<file path="src/include/rf_integrity_cfg.svh">
/*
 Offsets, field positions, reset values and coding constants of the
 RF channel integrity block.
 Assumes a 32-bit bus with word registers: byte address = 4 * index.
*/
`ifndef RF_INTEGRITY_CFG_SVH
`define RF_INTEGRITY_CFG_SVH

// register indexes, byte address is four times the index
`define IDX_INTEGRITY_CFG 6'h22
`define IDX_SEED_LOW      6'h23
`define IDX_SEED_HIGH     6'h24
`define IDX_FIXED_PRESET  6'h25
`define IDX_TEST_SELECT   6'h26
`define IDX_STATUS        6'h28

// reset values
`define RST_INTEGRITY_CFG 8'h03
`define RST_SEED_LOW      8'h63
`define RST_SEED_HIGH     8'h63
`define RST_FIXED_PRESET  8'h00
`define RST_TEST_SELECT   8'h00

// integrity config fields
`define CFG_ALT_BIT    5
`define CFG_SHORT_BIT  4
`define CFG_RXCRC_BIT  3
`define CFG_TXCRC_BIT  2
`define CFG_ODD_BIT    1
`define CFG_PARITY_BIT 0

// status fields (write one to clear the flags)
`define STS_CRC_ERROR_FLAG_BIT 0
`define STS_PARERR_BIT 1
`define STS_CRC_LSB    8

// test output selector codes
`define TSEL_LOW      3'h0
`define TSEL_HIGH     3'h1
`define TSEL_ENVELOPE 3'h2
`define TSEL_SERIAL   3'h3
`define TSEL_CARRIER  3'h4
`define TSEL_SUBCARR  3'h5

// reflected polynomials, shifted lsb first
`define CRC16_POLY 16'h8408
`define CRC_SHORT_SELECT_POLY  8'hB8

`endif

</file>
<file path="src/include/rf_integrity_pkg.sv">
/*
 Types shared by the RF channel integrity block.
 Assumes nothing beyond a SystemVerilog compiler.
*/
package rf_integrity_pkg;

   typedef struct packed {
      logic [7:0] data;
      logic       last;
   } tx_in_type;

   typedef struct packed {
      logic [7:0] data;
      logic       parity;
      logic       parityOn;
      logic       last;
   } tx_out_type;

   typedef struct packed {
      logic [7:0] data;
      logic       parity;
      logic       last;
   } rx_in_type;

   typedef enum logic [2:0] {
      TX_DATA   = 3'b001,
      TX_CRC_LO = 3'b010,
      TX_CRC_HI = 3'b100
   } tx_state_type;

   typedef enum logic [2:0] {
      RX_RUN   = 3'b001,
      RX_CHECK = 3'b010,
      RX_FLUSH = 3'b100
   } rx_state_type;

   // parity bit for one byte; odd=1 makes the nine bits odd
   function automatic logic parityBit(input logic [7:0] data, input logic odd);
      return (^data) ^ odd;
   endfunction

endpackage

</file>
<file path="src/hdl/rf_channel_redundancy_ctrl.sv">
/*
 RF channel integrity control: Wishbone register slave, parity insert and
 check, CRC append on transmit, CRC check on receive, stripped when it matches, test mux.
 Assumes a half-duplex link: transmit, receive and compute command never
 use the shared CRC engine in the same frame. One clock, mclk.
*/
// Added by the designer: the Wishbone register port.
`timescale 1ns/10ps
`include "rf_integrity_cfg.svh"
module rf_channel_redundancy_ctrl
   import rf_integrity_pkg::*;
(
   input  logic        mclk,
   input  logic        rst_n,
   input  logic [7:0]  adr_i,
   input  logic [31:0] dat_i,
   output logic [31:0] dat_o,
   input  logic        we_i,
   input  logic [3:0]  sel_i,
   input  logic        cyc_i,
   input  logic        stb_i,
   output logic        ack_o,
   input  logic        txStart,
   input  logic        txInValid,
   input  tx_in_type   txIn,
   output logic        txOutValid,
   output tx_out_type  txOut,
   input  logic        rxStart,
   input  logic        rxInValid,
   input  rx_in_type   rxIn,
   output logic        fifoValid,
   output logic [7:0]  fifoData,
   input  logic        calcStart,
   input  logic        calcValid,
   input  logic [7:0]  calcData,
   input  logic        coderEnvelope,
   input  logic        serialData,
   input  logic        carrierDemod,
   input  logic        subcarrierDemod,
   output logic        testOutputPin
);

   logic [7:0]   integrityCfg;
   logic [7:0]   seedLow;
   logic [7:0]   seedHigh;
   logic [7:0]   fixedPreset;
   logic [7:0]   testSel;
   logic         crc_error_flag;
   logic         parityErr;
   logic [31:0]  next_readData;
   logic         busReq;
   logic         busWrite;
   logic [5:0]   regIdx;
   logic         altSel;
   logic         shortSel;
   logic         rx_crc_check_enable;
   logic         tx_crc_append_enable;
   logic         parity_polarity_select;
   logic         parity_insert_enable;
   tx_state_type txState;
   rx_state_type rxState;
   logic [1:0]   crcLen;
   logic [1:0]   heldCount;
   logic [7:0]   held0;
   logic [7:0]   held1;
   logic [7:0]   rxOldest;
   logic [15:0]  recvCrc;
   logic         crcMatch;
   logic         rxShift;
   logic         rxPush;
   logic         txFeed;
   logic         seedLoad;
   logic         engFeed;
   logic [7:0]   engByte;
   logic [15:0]  crcValue;
   logic         crcErrSet;
   logic         parityErrSet;

   ////////////////////////////////////////////////////////////////////////
   // configuration fields
   assign altSel    = integrityCfg[`CFG_ALT_BIT];
   assign shortSel  = integrityCfg[`CFG_SHORT_BIT];
   assign rx_crc_check_enable   = integrityCfg[`CFG_RXCRC_BIT];
   assign tx_crc_append_enable   = integrityCfg[`CFG_TXCRC_BIT];
   assign parity_polarity_select = integrityCfg[`CFG_ODD_BIT];
   assign parity_insert_enable  = integrityCfg[`CFG_PARITY_BIT];

   ////////////////////////////////////////////////////////////////////////
   // wishbone slave: ack one cycle after the request, writes on the ack edge
   assign busReq   = cyc_i & stb_i;
   assign busWrite = busReq & ack_o & we_i & sel_i[0];
   assign regIdx   = adr_i[7:2];

   // ack drops the cycle after it is given, so each access is two cycles
   always_ff @(posedge mclk or negedge rst_n) begin
      if (!rst_n) begin
         ack_o <= 1'b0;
      end else begin
         ack_o <= busReq & ~ack_o;
      end
   end

   // read data decode, unmapped indexes read as zero
   always_comb begin
      if (regIdx == `IDX_INTEGRITY_CFG) begin
         next_readData = {24'h00_0000, integrityCfg};
      end else if (regIdx == `IDX_SEED_LOW) begin
         next_readData = {24'h00_0000, seedLow};
      end else if (regIdx == `IDX_SEED_HIGH) begin
         next_readData = {24'h00_0000, seedHigh};
      end else if (regIdx == `IDX_FIXED_PRESET) begin
         next_readData = {24'h00_0000, fixedPreset};
      end else if (regIdx == `IDX_TEST_SELECT) begin
         next_readData = {24'h00_0000, testSel};
      end else if (regIdx == `IDX_STATUS) begin
         next_readData = {8'h00, crcValue, 6'b00_0000, parityErr, crc_error_flag};
      end else begin
         next_readData = 32'h0000_0000;
      end
   end

   // read data is captured with the ack so it stands while ack is high
   always_ff @(posedge mclk or negedge rst_n) begin
      if (!rst_n) begin
         dat_o <= 32'h0000_0000;
      end else if (busReq & ~ack_o) begin
         dat_o <= next_readData;
      end
   end

   always_ff @(posedge mclk or negedge rst_n) begin
      if (!rst_n) begin
         integrityCfg <= `RST_INTEGRITY_CFG;
         seedLow      <= `RST_SEED_LOW;
         seedHigh     <= `RST_SEED_HIGH;
         fixedPreset  <= `RST_FIXED_PRESET;
         testSel      <= `RST_TEST_SELECT;
      end else if (busWrite) begin
         if (regIdx == `IDX_INTEGRITY_CFG) begin
            integrityCfg <= dat_i[7:0];
         end else if (regIdx == `IDX_SEED_LOW) begin
            seedLow <= dat_i[7:0];
         end else if (regIdx == `IDX_SEED_HIGH) begin
            seedHigh <= dat_i[7:0];
         end else if (regIdx == `IDX_FIXED_PRESET) begin
            fixedPreset <= dat_i[7:0];
         end else if (regIdx == `IDX_TEST_SELECT) begin
            testSel <= dat_i[7:0];
         end
      end
   end

   // sticky flags, a new event wins over a clear in the same cycle
   always_ff @(posedge mclk or negedge rst_n) begin
      if (!rst_n) begin
         crc_error_flag    <= 1'b0;
         parityErr <= 1'b0;
      end else begin
         crc_error_flag <= crcErrSet | (crc_error_flag & ~(busWrite & (regIdx == `IDX_STATUS)
                                           & dat_i[`STS_CRC_ERROR_FLAG_BIT]));
         parityErr <= parityErrSet | (parityErr & ~(busWrite & (regIdx == `IDX_STATUS)
                                                    & dat_i[`STS_PARERR_BIT]));
      end
   end

   ////////////////////////////////////////////////////////////////////////
   // shared crc engine
   // seed at every start when enabled
   assign seedLoad = (txStart & tx_crc_append_enable) | (rxStart & rx_crc_check_enable) | calcStart;
   assign txFeed   = txInValid & tx_crc_append_enable & (txState == TX_DATA);
   assign engFeed  = txFeed | rxShift | calcValid;
   assign engByte  = txFeed ? txIn.data : (rxShift ? rxOldest : calcData);

   crc_engine u_crc (
      .mclk      (mclk),
      .rst_n     (rst_n),
      .seedLoad  (seedLoad),
      .seed      ({seedHigh, seedLow}),
      .byteValid (engFeed),
      .byteIn    (engByte),
      .shortSel  (shortSel),
      .altSel    (altSel),
      .crcValue  (crcValue)
   );

   ////////////////////////////////////////////////////////////////////////
   // transmit: parity per byte, crc bytes low first after the last data byte
   always_ff @(posedge mclk or negedge rst_n) begin
      if (!rst_n) begin
         txState    <= TX_DATA;
         txOutValid <= 1'b0;
         txOut      <= '0;
      end else begin
         txOutValid <= 1'b0;
         case (txState)
            TX_DATA: begin
               if (txInValid) begin
                  txOut.data     <= txIn.data;
                  txOut.parity   <= parityBit(txIn.data, parity_polarity_select) & parity_insert_enable;
                  txOut.parityOn <= parity_insert_enable;
                  txOut.last     <= txIn.last & ~tx_crc_append_enable;
                  txOutValid     <= 1'b1;
                  if (txIn.last & tx_crc_append_enable) begin
                     txState <= TX_CRC_LO;
                  end
               end
            end
            TX_CRC_LO: begin
               txOut.data     <= crcValue[7:0];
               txOut.parity   <= parityBit(crcValue[7:0], parity_polarity_select) & parity_insert_enable;
               txOut.parityOn <= parity_insert_enable;
               txOut.last     <= shortSel;
               txOutValid     <= 1'b1;
               txState        <= shortSel ? TX_DATA : TX_CRC_HI;
            end
            TX_CRC_HI: begin
               txOut.data     <= crcValue[15:8];
               txOut.parity   <= parityBit(crcValue[15:8], parity_polarity_select) & parity_insert_enable;
               txOut.parityOn <= parity_insert_enable;
               txOut.last     <= 1'b1;
               txOutValid     <= 1'b1;
               txState        <= TX_DATA;
            end
            default: txState <= TX_DATA;
         endcase
      end
   end

   ////////////////////////////////////////////////////////////////////////
   // receive: the last crcLen bytes are held back until the frame ends
   assign crcLen   = !rx_crc_check_enable ? 2'd0 : (shortSel ? 2'd1 : 2'd2);
   assign rxOldest = (heldCount == 2'd2) ? held1 : held0;
   assign rxPush   = rxInValid & (rxState == RX_RUN) & (crcLen != 2'd0);
   assign rxShift  = rxPush & (heldCount == crcLen);
   assign recvCrc  = shortSel ? {8'h00, held0} : {held0, held1};
   assign crcMatch = (heldCount == crcLen) & (recvCrc == crcValue);
   assign crcErrSet = (rxState == RX_CHECK) & ~crcMatch;
   assign parityErrSet = rxInValid & (rxState == RX_RUN) & parity_insert_enable
                         & (rxIn.parity != parityBit(rxIn.data, parity_polarity_select));

   always_ff @(posedge mclk or negedge rst_n) begin
      if (!rst_n) begin
         rxState   <= RX_RUN;
         heldCount <= 2'd0;
         held0     <= 8'h00;
         held1     <= 8'h00;
         fifoValid <= 1'b0;
         fifoData  <= 8'h00;
      end else begin
         fifoValid <= 1'b0;
         case (rxState)
            RX_RUN: begin
               if (rxStart) begin
                  heldCount <= 2'd0;
               end else if (rxInValid & (crcLen == 2'd0)) begin
                  fifoValid <= 1'b1;
                  fifoData  <= rxIn.data;
               end else if (rxPush) begin
                  held1 <= held0;
                  held0 <= rxIn.data;
                  if (rxShift) begin
                     fifoValid <= 1'b1;
                     fifoData  <= rxOldest;
                  end else begin
                     heldCount <= heldCount + 2'd1;
                  end
                  if (rxIn.last) begin
                     rxState <= RX_CHECK;
                  end
               end
            end
            RX_CHECK: begin
               // mismatch flags and passes the bytes on
               if (crcMatch | (heldCount == 2'd0)) begin
                  heldCount <= 2'd0;
                  rxState   <= RX_RUN;
               end else begin
                  rxState <= RX_FLUSH;
               end
            end
            RX_FLUSH: begin
               fifoValid <= 1'b1;
               fifoData  <= rxOldest;
               heldCount <= heldCount - 2'd1;
               if (heldCount == 2'd1) begin
                  rxState <= RX_RUN;
               end
            end
            default: rxState <= RX_RUN;
         endcase
      end
   end

   ////////////////////////////////////////////////////////////////////////
   // test output mux; reserved codes drive low as a safe default
   always_ff @(posedge mclk or negedge rst_n) begin
      if (!rst_n) begin
         testOutputPin <= 1'b0;
      end else begin
         case (testSel[2:0])
            `TSEL_LOW:      testOutputPin <= 1'b0;
            `TSEL_HIGH:     testOutputPin <= 1'b1;
            `TSEL_ENVELOPE: testOutputPin <= coderEnvelope;
            `TSEL_SERIAL:   testOutputPin <= serialData;
            `TSEL_CARRIER:  testOutputPin <= carrierDemod;
            `TSEL_SUBCARR:  testOutputPin <= subcarrierDemod;
            default:        testOutputPin <= 1'b0;
         endcase
      end
   end

   ////////////////////////////////////////////////////////////////////////
   // checks
   bus_ack_a : assert property (@(posedge mclk) disable iff (!rst_n)
      busReq && !ack_o |=> ack_o ##1 !ack_o)
      else $error("wishbone ack not one cycle");

   parity_gen_a : assert property (@(posedge mclk) disable iff (!rst_n)
      txOutValid && txOut.parityOn |->
         txOut.parity == ((^txOut.data) ^ $past(parity_polarity_select)))
      else $error("wrong transmit parity");

   parity_off_a : assert property (@(posedge mclk) disable iff (!rst_n)
      txOutValid |-> txOut.parityOn == $past(parity_insert_enable))
      else $error("parity insert mismatches enable");

   crc_append_a : assert property (@(posedge mclk) disable iff (!rst_n)
      txInValid && txIn.last && tx_crc_append_enable && txState == TX_DATA
         |=> txOutValid && !txOut.last ##1 txOutValid && txOut.data == $past(crcValue[7:0]))
      else $error("crc not appended");

   short_crc_a : assert property (@(posedge mclk) disable iff (!rst_n)
      txState == TX_CRC_LO && shortSel |=> txOut.last && txState == TX_DATA)
      else $error("short crc not one byte");

   check_after_a : assert property (@(posedge mclk) disable iff (!rst_n)
      rxPush && rxIn.last |=> rxState == RX_CHECK)
      else $error("check not after final byte");

   crc_error_a : assert property (@(posedge mclk) disable iff (!rst_n)
      rxState == RX_CHECK && !crcMatch |=> crc_error_flag && (rxState == RX_FLUSH || heldCount == 2'd0))
      else $error("crc mismatch not flagged");

   crc_withhold_a : assert property (@(posedge mclk) disable iff (!rst_n)
      rxState == RX_CHECK && crcMatch |=> !fifoValid && heldCount == 2'd0)
      else $error("good crc bytes passed on");

   test_static_a : assert property (@(posedge mclk) disable iff (!rst_n)
      testSel[2:1] == 2'b00 |=> testOutputPin == $past(testSel[0]))
      else $error("test output not static level");

   test_demod_a : assert property (@(posedge mclk) disable iff (!rst_n)
      testSel[2:0] == `TSEL_CARRIER |=> testOutputPin == $past(carrierDemod))
      else $error("carrier demod not routed");

endmodule // rf_channel_redundancy_ctrl

</file>
<file path="src/hdl/crc_engine.sv">
/*
 Byte-wide CRC engine, 16-bit or 8-bit, lsb first.
 Assumes at most one of seed load or byte feed per cycle from its user.
*/
`timescale 1ns/10ps
`include "rf_integrity_cfg.svh"
module crc_engine (
   input  logic        mclk,
   input  logic        rst_n,
   input  logic        seedLoad,
   input  logic [15:0] seed,
   input  logic        byteValid,
   input  logic [7:0]  byteIn,
   input  logic        shortSel,
   input  logic        altSel,
   output logic [15:0] crcValue
);

   logic [15:0] crcRaw;

   ////////////////////////////////////////////////////////////////////////
   // one byte through the shift register, eight steps unrolled by the loop
   function automatic logic [15:0] crcStep(input logic [15:0] crc,
                                           input logic [7:0]  data,
                                           input logic        short);
      logic [15:0] c;
      c = crc ^ {8'h00, data};
      for (int i = 0; i < 8; i++) begin
         if (short) begin
            c = {8'h00, 1'b0, c[7:1]} ^ (c[0] ? {8'h00, `CRC_SHORT_SELECT_POLY} : 16'h0000);
         end else begin
            c = {1'b0, c[15:1]} ^ (c[0] ? `CRC16_POLY : 16'h0000);
         end
      end
      return c;
   endfunction

   always_ff @(posedge mclk or negedge rst_n) begin
      if (!rst_n) begin
         crcRaw <= 16'h0000;
      end else if (seedLoad) begin
         crcRaw <= shortSel ? {8'h00, seed[7:0]} : seed;
      end else if (byteValid) begin
         crcRaw <= crcStep(crcRaw, byteIn, shortSel);
      end
   end

   // short result keeps the low byte only
   assign crcValue = shortSel ? {8'h00, crcRaw[7:0] ^ {8{altSel}}}
                              : crcRaw ^ {16{altSel}};

   seed_load_a : assert property (@(posedge mclk) disable iff (!rst_n)
      seedLoad && !shortSel |=> crcRaw == $past(seed))
      else $error("seed not loaded into crc");

   seed_short_a : assert property (@(posedge mclk) disable iff (!rst_n)
      seedLoad && shortSel |=> crcRaw == {8'h00, $past(seed[7:0])})
      else $error("short crc took high seed byte");

endmodule // crc_engine

</file>
<file path="config.mk">
export PLATFORM = sky130hd
export DESIGN_NAME = rf_channel_redundancy_ctrl
export DESIGN_NICKNAME = d
export VERILOG_FILES = /design/src/include/rf_integrity_pkg.sv /design/src/hdl/rf_channel_redundancy_ctrl.sv /design/src/hdl/crc_engine.sv
export VERILOG_INCLUDE_DIRS = /design/src /design/src/include
export SDC_FILE = /design/constraint.sdc
export NUM_CORES = 1
export LEC_CHECK = 0
export ABC_AREA = 1
export BUFFER_PORTS_ARGS = -buffer_cell sky130_fd_sc_hd__buf_2
export CORE_MARGIN = 4
export CORE_UTILIZATION = 55
export DETAILED_ROUTE_END_ITERATION = 12
export PLACE_DENSITY_LB_ADDON = 0.3
export SLEW_MARGIN = 30
export SYNTH_ARGS = -nofsm -noshare
export SYNTH_HDL_FRONTEND = slang
export SYNTH_HIERARCHICAL = 1
export SYNTH_SLANG_ARGS = --single-unit
</file>
<file path="constraint.sdc">
create_clock -name mclk -period 8.1 [get_ports mclk]
set_input_delay 1.62 -clock mclk [delete_from_list [all_inputs] [get_ports mclk]]
set_output_delay 1.62 -clock mclk [all_outputs]
set_load 0.03 [all_outputs]
</file>
==> results.yml <==
outcome:
  status: "finished, final reports clean"
floorplan:
  die_height_um: 130
  die_area_mm2: 0.0168
  core_mm2: 0.0145
  num_rows: 44
  num_io_pins: 141
  die_w_um: 130
  initial_core_util_pct: 56.0
critical_path:
  end_kind: "register"
  cp.required_ps: 8420
  crit_fanout: 18
  critPathArrivalTime_ps: 4100
  cp-start-kind: "input pin"
  criticalPathCategory: "input pin to register"
clock_tree:
  clock_sinks: 129
  htreeDepth: 4
  clock_latency_ps: 430
  cts_tree: "built"
  clock-root-buffer: "clkbuf_16"
  cts_setup_buffers: 0
  cts_made_buffers: 17
  ctsResizeCount: 0
  cts-hold-fix-buffers: 0
  clk_pin_slew_ps: 60
  clock_path_buffers: 2
synth:
  syn_avg_cell_area_um2: 7.41
  ys_async_sr_fraction_pct: 100
  syn_inst: 1099
  synth_top_flop_cell: "dfrtp_1"
  syn_area_mm2: 0.00814
  synthDistinctLibCells: 47
  ys_ff_latch: 129
  synth-edff-count: 0
  ys_seq_area_share_pct: 39.8
  ys.warnings.count: 6
placement:
  dp.cells: 1356
  dpl.hpwl_um: 16800
  place_ws_ps: 3920
  portBuffers: 103
  place.gp.congestion: 0.947
final_layout:
  drive_gt1_share_pct: 20.8
  multi_input_area_mm2: 0.00416
  final_cell_mix: "nand2_1 (328), dfrtp_1 (117), inv_1 (103), buf_2 (102), o21ai_0 (83)"
  final-seq-area_mm2: 0.00324
  stdcell_count: 1388
  filler_cell_count: 1290
  final_common_cell: "nand2_1"
  areaGrowthSynthToFinish_pct: 14.0
  antenna_cells: 0
  layout.nets: 1280
pwr:
  leakagePower_nw: 4.66
  p_per_area_mw_per_mm2: 209
  ir_drop_mv: 0.157
route:
  drt-total-wl_um: 22700
  drtAntennaViolNets: 0
  first_pass_iters: 7
  routedWlPerCell_um: 16.4
  drc: 0
  vias: 7630
  vias_per_cell: 5.50
  drt_iter0_drc: 590
sta:
  period_needed_ps: 3790
  tns_ps: 0
  slew_viol_final: 0
  tightest_slew_ps: 854
  period_share_pct: 46.8
  fmax_ghz: 0.264
  finalSetupViolCount: 0
  rsz0062_at_grt: "no"
  slew_headroom_pct: 43.1
  finClkSkew_ps: 9.25
  hold_viol: 0
  final.setup.worst_slack_ps: 4310
global_route:
  grt_use_total_pct: 28.0
  grt_overflow_total: 0
  grt_pass1_wl_um: 36800
  grt_pass1_vias: 7370
  grt_max_degree: 67
  antenna_found_initial: 0
hold_path:
  holdCritPathClass: "register to register"
run:
  max_cap_violations: 0
==> kinds of logic after synthesis <==
kind of cell / count (synthesis) / synth area share, %
flops: 129 / 39.8
simple gates: 543 / 30.6
other cells: 1 / 0.0461
buf+inv: 166 / 9.34
xor+xnor: 41 / 4.41
compound gates: 216 / 15.3
fa+ha+maj: 3 / 0.461
==> flip-flops by register name (all words and copies together), names as in the netlist <==
name and cells:
u_crc/crcRaw 16, fifoValid 1, held1 8, held0 8, fifoData 8, integrityCfg 8
txState 3, dat_o 24, parityErr 1, heldCount 2, txOutValid 1, txOut 11
seedHigh 8, fixedPreset 8, testOutputPin 1, seedLow 8, testSel 8, crc_error_flag 1
ack_o 1, rxState 3
==> synth_stat cells (16+ instances only) <==
master | count | area share [%]
nand2_1 | 328 | 15
dfrtp_1 | 117 | 36
inv_1 | 103 | 4.7
o21ai_0 | 83 | 5.1
nor2_1 | 77 | 3.6
nand3_1 | 51 | 3.1
a21oi_1 | 49 | 3.0
nand2_2 | 27 | 2.1
xnor2_1 | 23 | 2.5
o21ai_1 | 21 | 1.3
xor2_1 | 18 | 1.9
o31ai_1 | 16 | 1.5
==> worst max-delay path, cell delays in order <==
cell     delay [ps]
buf_2            70
inv_1            70
nor2_1          110
nand2_1          80
inv_1            80
nand2_2         200
or2_2           350
a21oi_1         300
inv_1           120
nand2_4         110
nand3_4          90
inv_2           120
nand2_1          50
nand2_1          70
nand2_2          80
nand2_4          90
nand2_4          60
nand2_1         110
nand2_1          60
nand2_1          60
nand3_1          60
nand2_1          90
nand2_1          50
==> power breakdown <==
part	internal [mW]	switching, mW	leakage [nW]
clock	0.501	0.299	0.297
combinational	0.134	0.290	2.76
sequential	0.679	0.0334	1.60
==> routing by layer <==
layer | vias up | share of wire [%] | global-route usage [%]
met5 | - | 0 | 0
met4 | 0 | 5.0 | 15.5
met3 | 61 | 6.4 | 5.52
met2 | 303 | 48 | 45.3
met1 | 3527 | 41 | 35.2
li1 | 3739 | - | -
==> area by class of cell <==
class	instances	share of cell area, %
multi-input cells	811	44.9
flip-flops and latches	129	34.9
repair buffers	109	6.06
inverters	123	5.08
clock buffers	20	4.92
well taps	184	2.48
clock inverters	12	1.67
==> worst paths after layout <==
path	from	to	slack, ps	depth (start not counted)
min reg2reg	dat_o[22]	dat_o[22]	470	2
min in group asynchronous	rst_n	fifoValid	1300	1
max in group asynchronous	rst_n	testSel[0]	5490	2
max	rxInValid	u_crc/crcRaw[4]	4310	23
max reg2reg	heldCount[0]	u_crc/crcRaw[4]	4680	20
min	dat_o[22]	dat_o[22]	470	2
==> through the flow <==
| stage | hold WS, ps | utilization (%) | power (mW) | instance area [um^2] |
|---|---|---|---|---|
| final | 474 | 63.9 | 1.94 | 9280 |
| after global routing | 498 | 63.9 | 2.02 | 9280 |
| after CTS | 480 | 63.9 | 1.94 | 9280 |
| after detailed placement | 461 | 59.7 | 1.14 | 8670 |
| after global placement | 459 | 59.7 | 1.13 | 8670 |
| after floorplan | 453 | - | 1.02 | 8170 |
Power figures use the tool's default switching activity.
